===== config.mk =====
export PLATFORM = sky130hd
export DESIGN_NAME = prxe_error_report
export DESIGN_NICKNAME = d
export VERILOG_FILES = /design/src/prxe_pkg.sv /design/src/prxe_pe_detect.sv /design/src/prxe_error_report.sv
export SDC_FILE = /design/constraint.sdc
export NUM_CORES = 1
export LEC_CHECK = 0
export BUFFER_PORTS_ARGS = -buffer_cell sky130_fd_sc_hd__buf_2
export CAP_MARGIN = 30
export CORE_ASPECT_RATIO = 1.75
export CORE_MARGIN = 1.5
export CORE_UTILIZATION = 30
export DETAILED_ROUTE_END_ITERATION = 6
export PLACE_DENSITY = 0.6
export SLEW_MARGIN = 30
export SYNTH_ARGS = -nofsm -noshare
export SYNTH_HDL_FRONTEND = slang
export SYNTH_SLANG_ARGS = --single-unit

===== constraint.sdc =====
create_clock -name clock -period 3.7 [get_ports clock]
set_input_delay 0.185 -clock clock [delete_from_list [all_inputs] [get_ports clock]]
set_output_delay 0.185 -clock clock [all_outputs]
set_load 0.02 [all_outputs]

===== src/prxe_pkg.sv =====
// Purpose: Shared constants and carriers for the receive error report block
// Assumes: 16-bit management registers addressed by 5-bit register number
// Notes: Bit positions and error nibbles are fixed by the register layout
package prxe_pkg;

  // Register numbers
  localparam logic [4:0] ADDR_ERR_MASK = 5'h18;
  localparam logic [4:0] ADDR_SELF_STATUS = 5'h19;

  // Error mask register fields
  localparam int BIT_CODE_EN = 0;
  localparam int BIT_PACKET_EN = 1;
  localparam int BIT_LINK_EN = 2;
  localparam int BIT_PE_SEL = 3;
  localparam int BIT_CODE_SEL = 4;
  localparam int BIT_STRIP_PRE = 7;
  localparam logic [15:0] ERR_MASK_RST = 16'h8020;

  // Self status register fields
  localparam int BIT_LINK_OK = 15;
  localparam int BIT_LOW_POWER = 14;
  localparam int BIT_RECEIVING = 13;
  localparam int BIT_DESCR_LOCK = 12;
  localparam int BIT_CRS_TMO_DIS = 11;
  localparam int BIT_AN_ENABLED = 10;
  localparam int BIT_PAUSE = 9;
  localparam int BIT_FEFI_EN = 8;
  localparam int BIT_FULL_DUPLEX = 7;
  localparam int BIT_MODE_10BT = 6;
  localparam logic [1:0] SELF_RW_RST = 2'h0;

  // Error nibbles placed on the receive data lines
  localparam logic [3:0] CODE_PE_SET = 4'h4;
  localparam logic [3:0] CODE_PE_CLR = 4'h6;
  localparam logic [3:0] CODE_LINK = 4'h3;
  localparam logic [3:0] CODE_PACKET = 4'h2;
  localparam logic [3:0] CODE_CE_SET = 4'h5;
  localparam logic [3:0] CODE_CE_CLR = 4'h6;

  // Error events from the receive decoder, one-cycle pulses
  typedef struct packed {
    logic code_err;
    logic link_err;
    logic packet_err;
  } prxe_evt_t;

  // Live link and mode status from the rest of the PHY
  typedef struct packed {
    logic link_ok;
    logic low_power;
    logic descr_lock;
    logic an_enabled;
    logic pause_ok;
    logic full_duplex;
    logic mode_10bt;
  } prxe_stat_t;

endpackage : prxe_pkg


===== src/prxe_pe_detect.sv =====
// Purpose: Flags a 100 Mb/s stream that shows a second idle before its end delimiter
// Assumes: Symbol strobes are one-cycle pulses on the block clock
// Notes: One flag per frame at most; later idles are ignored until the end
module prxe_pe_detect (
  // Clock and reset
  input wire logic clock,
  input wire logic rst,
  // Decoded symbol strobes
  input wire logic speed_100,
  input wire logic in_stream,
  input wire logic idle_sym,
  input wire logic esd_sym,
  // Detection result
  output logic pe_pulse
);

  typedef enum logic [3:0] {
    PE_WAIT = 4'h1,
    PE_STREAM = 4'h2,
    PE_ONE_IDLE = 4'h4,
    PE_FLAGGED = 4'h8
  } prxe_pe_state_t;

  prxe_pe_state_t state_r;
  prxe_pe_state_t state_nxt;

  // Second idle before the delimiter ends the frame early
  assign pe_pulse = (state_r == PE_ONE_IDLE) && idle_sym && speed_100 && !esd_sym;

  always_comb begin
    state_nxt = state_r;
    unique case (state_r)
      PE_WAIT: begin
        if (in_stream && speed_100 && !esd_sym) begin
          state_nxt = PE_STREAM;
        end
      end
      PE_STREAM: begin
        if (esd_sym || !speed_100) begin
          state_nxt = PE_WAIT;
        end else if (idle_sym) begin
          state_nxt = PE_ONE_IDLE;
        end
      end
      PE_ONE_IDLE: begin
        if (esd_sym || !speed_100) begin
          state_nxt = PE_WAIT;
        end else if (idle_sym) begin
          state_nxt = PE_FLAGGED;
        end
      end
      PE_FLAGGED: begin
        // Hold until the delimiter, a stream drop or loss of 100 Mb/s so one frame reports once
        if (esd_sym || !in_stream || !speed_100) begin
          state_nxt = PE_WAIT;
        end
      end
      default: begin
        state_nxt = PE_WAIT;
      end
    endcase
  end

  always_ff @(posedge clock) begin
    if (rst) begin
      state_r <= PE_WAIT;
    end else begin
      state_r <= state_nxt;
    end
  end
endmodule : prxe_pe_detect


===== src/prxe_error_report.sv =====
// Purpose: Receive error reporting controls and link status bits of a 10/100 PHY
// Assumes: All inputs come from logic on the same clock; register port is the
//   management access path already decoded to register number and strobes
// Notes: Error nibbles replace received data for one cycle with the error line high
module prxe_error_report (
  // Clock and reset
  input wire logic clock,
  input wire logic rst,
  // Management register port
  input wire logic [4:0] reg_addr,
  input wire logic reg_wr_en,
  input wire logic [15:0] reg_wdata,
  input wire logic reg_rd_en,
  output logic [15:0] reg_rdata,
  // Receive stream from the decoder
  input wire logic rx_dv_in,
  input wire logic [3:0] rxd_in,
  input wire logic speed_100,
  input wire logic idle_sym,
  input wire logic esd_sym,
  input wire prxe_pkg::prxe_evt_t err_evt,
  // Status and mode from the rest of the PHY
  input wire prxe_pkg::prxe_stat_t stat_in,
  input wire logic legacy_compat_mode,
  input wire logic tx_er,
  // MII receive outputs toward the MAC
  output logic rx_dv,
  output logic [3:0] rxd,
  output logic rx_er,
  // Transmit side control
  output logic tx_halt,
  // Control bits used by neighbouring logic
  output logic strip_preamble_en
);

  logic [15:0] err_mask_r;
  logic [1:0] self_rw_r;
  prxe_pkg::prxe_stat_t stat_r;
  logic [15:0] rdata_r;
  logic rx_dv_r;
  logic [3:0] rxd_r;
  logic rx_er_r;
  logic tx_halt_r;
  logic pe_pulse;
  logic code_en_eff;
  logic [3:0] err_code;
  logic err_hit;
  logic [15:0] self_status;
  logic [15:0] rdata_nxt;
  logic wr_mask;
  logic wr_self;

  prxe_pe_detect u_pe_detect (
    .clock(clock),
    .rst(rst),
    .speed_100(speed_100),
    .in_stream(rx_dv_in),
    .idle_sym(idle_sym),
    .esd_sym(esd_sym),
    .pe_pulse(pe_pulse)
  );

  assign wr_mask = reg_wr_en && (reg_addr == prxe_pkg::ADDR_ERR_MASK);
  assign wr_self = reg_wr_en && (reg_addr == prxe_pkg::ADDR_SELF_STATUS);

  // Legacy mode gates the stored bit as well, so a stale 1 never leaks
  assign code_en_eff = err_mask_r[prxe_pkg::BIT_CODE_EN] && !legacy_compat_mode;

  // Error mask register
  always_ff @(posedge clock) begin
    if (rst) begin
      err_mask_r <= prxe_pkg::ERR_MASK_RST;
    end else begin
      if (wr_mask) begin
        err_mask_r[15:8] <= reg_wdata[15:8];
        err_mask_r[6:1] <= reg_wdata[6:1];
      end
      if (legacy_compat_mode) begin
        err_mask_r[prxe_pkg::BIT_CODE_EN] <= 1'b0;
        err_mask_r[prxe_pkg::BIT_STRIP_PRE] <= 1'b0;
      end else if (wr_mask) begin
        err_mask_r[prxe_pkg::BIT_CODE_EN] <= reg_wdata[prxe_pkg::BIT_CODE_EN];
        err_mask_r[prxe_pkg::BIT_STRIP_PRE] <= reg_wdata[prxe_pkg::BIT_STRIP_PRE];
      end
    end
  end

  assign strip_preamble_en = err_mask_r[prxe_pkg::BIT_STRIP_PRE];

  // Writable bits of the self status register
  always_ff @(posedge clock) begin
    if (rst) begin
      self_rw_r <= prxe_pkg::SELF_RW_RST;
    end else if (wr_self) begin
      self_rw_r <= {reg_wdata[prxe_pkg::BIT_CRS_TMO_DIS], reg_wdata[prxe_pkg::BIT_FEFI_EN]};
    end
  end

  // Status snapshot; reads lag the live condition by one cycle
  always_ff @(posedge clock) begin
    if (rst) begin
      stat_r <= '0;
    end else begin
      stat_r <= stat_in;
    end
  end

  always_comb begin
    self_status = 16'h0000;
    self_status[prxe_pkg::BIT_LINK_OK] = stat_r.link_ok;
    self_status[prxe_pkg::BIT_LOW_POWER] = stat_r.low_power;
    self_status[prxe_pkg::BIT_RECEIVING] = rx_dv_r;
    self_status[prxe_pkg::BIT_DESCR_LOCK] = stat_r.descr_lock;
    self_status[prxe_pkg::BIT_CRS_TMO_DIS] = self_rw_r[1];
    self_status[prxe_pkg::BIT_AN_ENABLED] = stat_r.an_enabled;
    self_status[prxe_pkg::BIT_PAUSE] = stat_r.pause_ok;
    self_status[prxe_pkg::BIT_FEFI_EN] = self_rw_r[0];
    self_status[prxe_pkg::BIT_FULL_DUPLEX] = stat_r.full_duplex;
    self_status[prxe_pkg::BIT_MODE_10BT] = stat_r.mode_10bt;
  end

  // Read data, unknown register numbers read zero
  always_comb begin
    rdata_nxt = 16'h0000;
    if (reg_addr == prxe_pkg::ADDR_ERR_MASK) begin
      rdata_nxt = err_mask_r;
      rdata_nxt[prxe_pkg::BIT_CODE_EN] = code_en_eff;
    end else if (reg_addr == prxe_pkg::ADDR_SELF_STATUS) begin
      rdata_nxt = self_status;
    end
  end

  always_ff @(posedge clock) begin
    if (rst) begin
      rdata_r <= 16'h0000;
    end else if (reg_rd_en) begin
      rdata_r <= rdata_nxt;
    end
  end

  assign reg_rdata = rdata_r;

  // Error selection: premature end, then code, link, packet
  always_comb begin
    err_hit = 1'b0;
    err_code = rxd_in;
    if (pe_pulse) begin
      err_hit = 1'b1;
      err_code = err_mask_r[prxe_pkg::BIT_PE_SEL] ? prxe_pkg::CODE_PE_SET : prxe_pkg::CODE_PE_CLR;
    end else if (err_evt.code_err) begin
      err_hit = 1'b1;
      if (code_en_eff) begin
        err_code = rxd_in;
      end else begin
        err_code = err_mask_r[prxe_pkg::BIT_CODE_SEL] ? prxe_pkg::CODE_CE_SET : prxe_pkg::CODE_CE_CLR;
      end
    end else if (err_evt.link_err && err_mask_r[prxe_pkg::BIT_LINK_EN]) begin
      err_hit = 1'b1;
      err_code = prxe_pkg::CODE_LINK;
    end else if (err_evt.packet_err && err_mask_r[prxe_pkg::BIT_PACKET_EN]) begin
      err_hit = 1'b1;
      err_code = prxe_pkg::CODE_PACKET;
    end
  end

  // Receive outputs toward the MAC
  always_ff @(posedge clock) begin
    if (rst) begin
      rx_dv_r <= 1'b0;
      rxd_r <= 4'h0;
      rx_er_r <= 1'b0;
    end else begin
      rx_dv_r <= rx_dv_in;
      rxd_r <= err_code;
      rx_er_r <= err_hit;
    end
  end

  assign rx_dv = rx_dv_r;
  assign rxd = rxd_r;
  assign rx_er = rx_er_r;

  // HALT request only while code report enable is clear
  always_ff @(posedge clock) begin
    if (rst) begin
      tx_halt_r <= 1'b0;
    end else begin
      tx_halt_r <= tx_er && !code_en_eff;
    end
  end

  assign tx_halt = tx_halt_r;
endmodule : prxe_error_report


==> Word-level counts from Yosys, hierarchy flattened <==
Cells that the tools add are included.
{ "totals": {"reg_bits": 52, "inputBits": 45, "out_inout_bits": 24, "wordCells": 67} }
{ "classes": {"eq_ne": 10, "mux": 20, "reduce_logical": 21} }
{ "op_table": {"columns": ["cell", "n"], "rows": [
  ["$mux W4", 11],
  ["$mux W16", 2],
  ["$pmux W4 S4", 1],
  ["$logic_and A1 B1 Y1", 11],
  ["$eq A5 B5 Y1 const B", 2],
  ["$logic_not A1 Y1", 5],
  ["$eq A4 B1 Y1 const B", 1],
  ["$eq A4 B2 Y1 const B", 1],
  ["$eq A4 B3 Y1 const B", 1],
  ["$eq A4 B4 Y1 const B", 1],
  ["$mux W1", 4],
  ["$mux W2", 2],
  ["$ne A2 B1 Y1 const B", 2],
  ["$reduce_and A4 Y1", 1],
  ["$logic_or A1 B1 Y1", 3],
  ["$ne A3 B2 Y1 const B", 1],
  ["$ne A3 B3 Y1 const B", 1],
  ["$reduce_or A2 Y1", 1]
]} }

==> Depth between registers and ports, before layout <==
{ "depth": {"depth_word": 5, "depth_mapped": 6, "depth_no_buf": 4} }

==> Hierarchy <==
A second synthesis with hierarchy kept.
{ "unflattened": {"cells_unflattened": 232, "area_unflattened_um2": 2089.5} }
{ "modules_own_cells": {"columns": ["mod", "instances", "cells_per_inst", "area_each_um2", "seq_area_each_um2"], "rows": [
  ["prxe_error_report", 1, 207, 1836.8, 960.9],
  ["prxe_pe_detect", 1, 25, 252.7, 80.1]
]} }

==> Worst setup path before layout <==
OpenSTA, ideal clock, no wires.
{ "synth_timing": {"kind": "register -> register", "startpoint": "register u_pe_detect.state_r[0]", "endpoint": "register u_pe_detect.state_r[3]", "setup_time_ps": 67, "t_arrival_ps": 1220, "t_required_ps": 3633, "slack_ps": 2413, "path_stages_with_launch": 5, "n_path_buf": 0, "period_less_slack_ps": 1287, "cell_sequence": "dfxtp_1 -> or4b_1 -> a21boi_1 -> nand3_1 -> a21oi_2"} }
{ "synth_between": {"elab_chain_cells": 3, "elab_cells_between_ends": 10, "cone_classes": "eq/ne: 8; mux: 1; reduce/logical: 1"} }
{ "synth_rtl": {"columns": ["item", "line", "rtl"], "rows": [
  ["start: declaration", "prxe_pe_detect.sv:24", "prxe_pe_state_t state_r;"],
  ["start signal: assignment", "prxe_pe_detect.sv:68", "state_r <= state_nxt;"],
  ["$eq A4 B3 Y1, or another cell as far along", "prxe_pe_detect.sv:32", "unique case (state_r)"],
  ["$ne A3 B3 Y1 (no source line), or another cell as far along", null, null],
  ["$reduce_and A4 Y1 (no source line)", null, null]
]} }
Parallel ways exist; a longest one is shown, timed or not.
A chain may end at the register's enable or synchronous reset.

==> Worst setup path after layout <==
{ "layout_timing": {"startpoint": "register u_pe_detect.state_r[0]", "endpoint": "register rxd_r[1] (netlist: rxd[1])"} }
{ "layout_between": {"elab_chain_cells": 5} }
{ "layout_rtl": {"columns": ["item", "line", "rtl"], "rows": [
  ["$eq A4 B3 Y1", "prxe_pe_detect.sv:28", "assign pe_pulse = (state_r == PE_ONE_IDLE) && idle_sym && speed_100 && !esd_sym;"],
  ["$logic_and A1 B1 Y1 (3 in a row)", "prxe_pe_detect.sv:28", null],
  ["$mux W4", "prxe_error_report.sv:147", "if (pe_pulse) begin"],
  ["end signal: assignment", "prxe_error_report.sv:174", "rxd_r <= err_code;"],
  ["end: declaration", "prxe_error_report.sv:41", "logic [3:0] rxd_r;"]
]} }
No other way between the ends.

==> results.md <==
- The flow ran to the end, and the final reports show no timing, DRC or antenna violations.
- The routed wirelength normalized by instance count is around 13 µm.
- The count of nets left with antenna violations once routing finished came out at 0.
- Sorting the synthesized cells by area gives the leading types as sky130_fd_sc_hd__dfxtp_1 (51%), sky130_fd_sc_hd__a21oi_1 (5.9%), sky130_fd_sc_hd__nand2_1 (5.4%), sky130_fd_sc_hd__nor2b_1 (4.3%), sky130_fd_sc_hd__a211oi_1 (4.1%).
- The I/O pin count is 69.
- In this run the mean area of a mapped cell was between 9 and 10 µm².
- The post-layout worst setup margin is approximately 2.3 ns.
- The post-synthesis instance total is roughly 230.
- Setup repair after global routing left no endpoint under its margin.
- Across all layers, the routed design uses roughly 1.8k vias.
- The simple-gate area share of the yosys netlist is 0.2445.
- The setup TNS after final layout is 0 ns.
- The power per standard cell area is ~450 mW/mm².
- The setup slack at placement is about 2.0 ns.
- Grouping stages by cell kind, the critical path spends the most delay in simple AND/OR/NAND/NOR gates.
- The multiplexer fraction of the synthesized cell area is 0.01478.
- The placed wire-length estimate after detailed placement is 3430 µm.
- The number of buffers added on ports is a little under 70.
- The area of the mapped netlist is approximately 0.0020 mm².
- The horizontal die dimension is 65.21 µm.
- For this run, the number of Yosys warnings is 0.
- The hold buffer count at CTS is 0.
- In this run the vertical extent of the chip is 111.9 µm.
- The worst-case headroom to the max-slew limit is 0.5693.
- The last weighted congestion value of the routability-driven placer is between 0.8 and 0.9.
- The net count of the finished layout is 329.
- The number of global-route vias before repair is roughly 1.7k.
- Of all nets on the critical path, the largest fanout is 5.
- The number of flip-flops and latches in the synthesized netlist is 52.
- Wires add up to approximately 4700 µm.
- The area growth from synthesis to layout is 24.45%.
- The number of stages on the worst hold path is 2.
- The number of failing hold endpoints at the final stage was 0.
- The initial detailed-routing violation count is between 80 and 90.
- The count of unique library cells instantiated by Yosys is 36.
- The max capacitance violation total is 0.
- The post-route fraction of the period consumed by the critical path is 0.3904.
- The number of resized instances in the post-cts repair step is 0.
- Across every metal layer, demand over resource in global routing totals 0.1389.
- The worst clock skew is 0.004829 ns.
- STA classifies the critical path endpoint as a flip-flop.
- The path class of the lowest-slack min-delay path is primary input to flip-flop.
- The peak supply drop is around 0.23 mV.
- Data on the critical path arrives at its endpoint at approximately 1.7 ns.
- The arithmetic-cell share of the synthesized area counting full adders, half adders and majority gates is 0.
- Of the post-synthesis cell area, the dominant cell type holds 0.5123.
- Synthesis produced a netlist with a net count of 270.
- The maximum level of the CTS H-tree is 2.
- The critical path goes through nor4b_2, nand3_1, or3_1, o31ai_1.
- The slew at the pin closest to its max-slew limit is around 0.65 ns.
- The max-slew violation total from the final report is 0.
- Of the cells placed in the final design, the portion with a size suffix greater than 1 is 0.2702.
- The wire length of the first global-routing pass is between 7000 and 8000 µm.
- At the worst endpoint, the required time is approximately 4 ns.
- The critical path contains buffers and inverters numbering 0 combined.
- The standard cell with the maximum stage delay on the critical path is sky130_fd_sc_hd__nor4b_2.
- Counting every sink on the clock net gives 52.
- Setup violations remaining at the end of the flow were counted as 0.
- The minimum period implied by the final worst setup slack is 1.445 ns.
- The worst setup path is launched from a flip-flop.
- The pin count of the biggest net entering global routing is between 50 and 60.
- For the worst flop-to-flop path, the logic depth is 4.
- The clock tree from TritonCTS is built.
- The number of antenna violations at the first check in global routing was 0.
- The clock-pin slew of the registers on the worst-case setup and hold paths is roughly 0.06 ns.
- The synthesized-area fraction occupied by ao, oa, aoi and oai cells came to 0.1780.
- The total grt overflow is 0.
- The average via count per standard cell is between 4 and 5.
- The number of remaining DRC errors is 0.
- The total setup buffers inserted after CTS is 0.
- The achievable frequency is approximately 0.7 GHz.
- The number of placement rows is 39.
- The die footprint is 0.007295 mm².
- The overall power after layout is ~1.1 mW.
- On the worst path, the slowest cell contributes a delay of 0.36 ns.
- The maximum root-to-sink buffer count is 2.
- After synthesis, the largest family of logic cells by area is simple AND/OR/NAND/NOR gates.
- The analysis attributes to cell leakage a power of just under 1 nW.
- The proportion of synthesized chip area in sequential cells is 0.5123.
- The region available for standard cell placement spans between 0.006 and 0.007 mm².
- The count of TritonRoute iterations in the first routing pass is 4.
- In this run the clock root is driven by a sky130_fd_sc_hd__clkbuf_16.
- The critical path depth in cells is 4.
- The total inserted antenna cells is 0.
- The classification of the worst setup path is flip-flop to flip-flop.
- The total CTS buffers is 5.
- Of the total synthesized cell area, the portion taken by XOR and XNOR cells is 0.
- The starting utilization of the core area is 0.3108.
- Of all cell types, the one taking the most synthesized area is sky130_fd_sc_hd__dfxtp_1.
- Clock latency on the worst-skew pair, taken at its later pin, is roughly 0.28 ns.
[layer usage]
layer  track usage  wire length, µm  up-vias
met3       0.03636              271       12
met4       0.07083              144        0
met2        0.2211             2347       41
met5             0                0        -
li1              -                -      903
met1        0.1700             1946      795
[cell type report]
class	instances	area, µm²
Fill cell	718	4010
Sequential cell	52	1041
Multi-Input combinational cell	155	888.4
Timing Repair Buffer	68	342.8
Clock buffer	8	146.4
Tap cell	82	102.6
Inverter	2	7.507
[stage by stage]
stage                     hold slack, ns    util  instance area, µm²  std cells
final                            0.09208  0.3867                2529        367
after CTS                        0.08516  0.3863                2526        367
after global placement            0.3901  0.3639                2380        359
after detailed placement          0.3907  0.3639                2380        359
after floorplan                   0.2643       -                2032        225
after global routing             0.09714  0.3867                2529        367
[power breakdown]
group / internal [mW] / leakage [nW] / total, mW / switching, mW
registers: 0.576 / 0.425 / 0.583 / 0.00715
clock network: 0.270 / 0.0712 / 0.458 / 0.188
logic: 0.0379 / 0.495 / 0.0896 / 0.0517
[registers in the layout, summed over array words and instances (netlist names)]
register / flops
err_mask_r: 16
reg_rdata: 16
rx_dv: 1
rx_er: 1
rxd: 4
self_rw_r: 2
self_status: 7
tx_halt: 1
u_pe_detect.state_r: 4
[worst paths after layout]
check	from	endpoint	slack, ns
max	u_pe_detect.state_r[0]$_SDFFE_PP1P_	rxd[1]$_SDFF_PP0_	2.26
min	legacy_compat_mode	err_mask_r[7]$_SDFFE_PP0P_	0.09
max reg2reg	u_pe_detect.state_r[0]$_SDFFE_PP1P_	rxd[1]$_SDFF_PP0_	2.26
min reg2reg	err_mask_r[14]$_SDFFE_PP0P_	err_mask_r[14]$_SDFFE_PP0P_	0.46
[layout by cell type, fill, tap and decap left out, types with 2 or more instances in the layout]
| master | synthesis | routed |
|---|---|---|
| sky130_fd_sc_hd__a211oi_1 | 11 | 11 |
| sky130_fd_sc_hd__a21oi_1 | 24 | 24 |
| sky130_fd_sc_hd__a22oi_1 | 10 | 10 |
| sky130_fd_sc_hd__and2_1 | 2 | 2 |
| sky130_fd_sc_hd__buf_2 | 0 | 67 |
| sky130_fd_sc_hd__clkbuf_1 | 9 | 2 |
| sky130_fd_sc_hd__clkbuf_16 | 0 | 5 |
| sky130_fd_sc_hd__dfxtp_1 | 52 | 52 |
| sky130_fd_sc_hd__inv_1 | 2 | 2 |
| sky130_fd_sc_hd__mux2i_1 | 3 | 3 |
| sky130_fd_sc_hd__nand2_1 | 29 | 29 |
| sky130_fd_sc_hd__nand2b_1 | 8 | 8 |
| sky130_fd_sc_hd__nand3_1 | 14 | 14 |
| sky130_fd_sc_hd__nor2_1 | 13 | 13 |
| sky130_fd_sc_hd__nor2b_1 | 14 | 14 |
| sky130_fd_sc_hd__nor3_1 | 6 | 6 |
| sky130_fd_sc_hd__nor3b_1 | 2 | 2 |
| sky130_fd_sc_hd__o21ai_0 | 3 | 3 |
[cell families (layout without fill, tap and decap cells)]
group	count (synthesis)	after routing
AND/OR/NAND/NOR	96	96
AO/OA/AOI/OAI	56	56
flip-flops	52	52
buffers and inverters	18	78
multiplexers	3	3
[synth_stat cells (all sizes together)]
cell type / number
nor3b: 2
a221oi: 1
nor2b: 14
nor4b: 2
nor2: 13
a21o: 1
nor3: 6
nand3: 14
nand3b: 1
or3: 1
a22oi: 11
buf: 7
nand2: 29
nand2b: 8
or4b: 1
dfxtp: 52
a21oi: 25
o31ai: 1
and3: 1
and4bb: 1
o21ai: 3
clkbuf: 9
a211oi: 11
or4: 1
o211a: 1
mux2i: 3
o22ai: 1
and2: 2
a21boi: 1
inv: 2
Power figures use the tool's default switching activity.
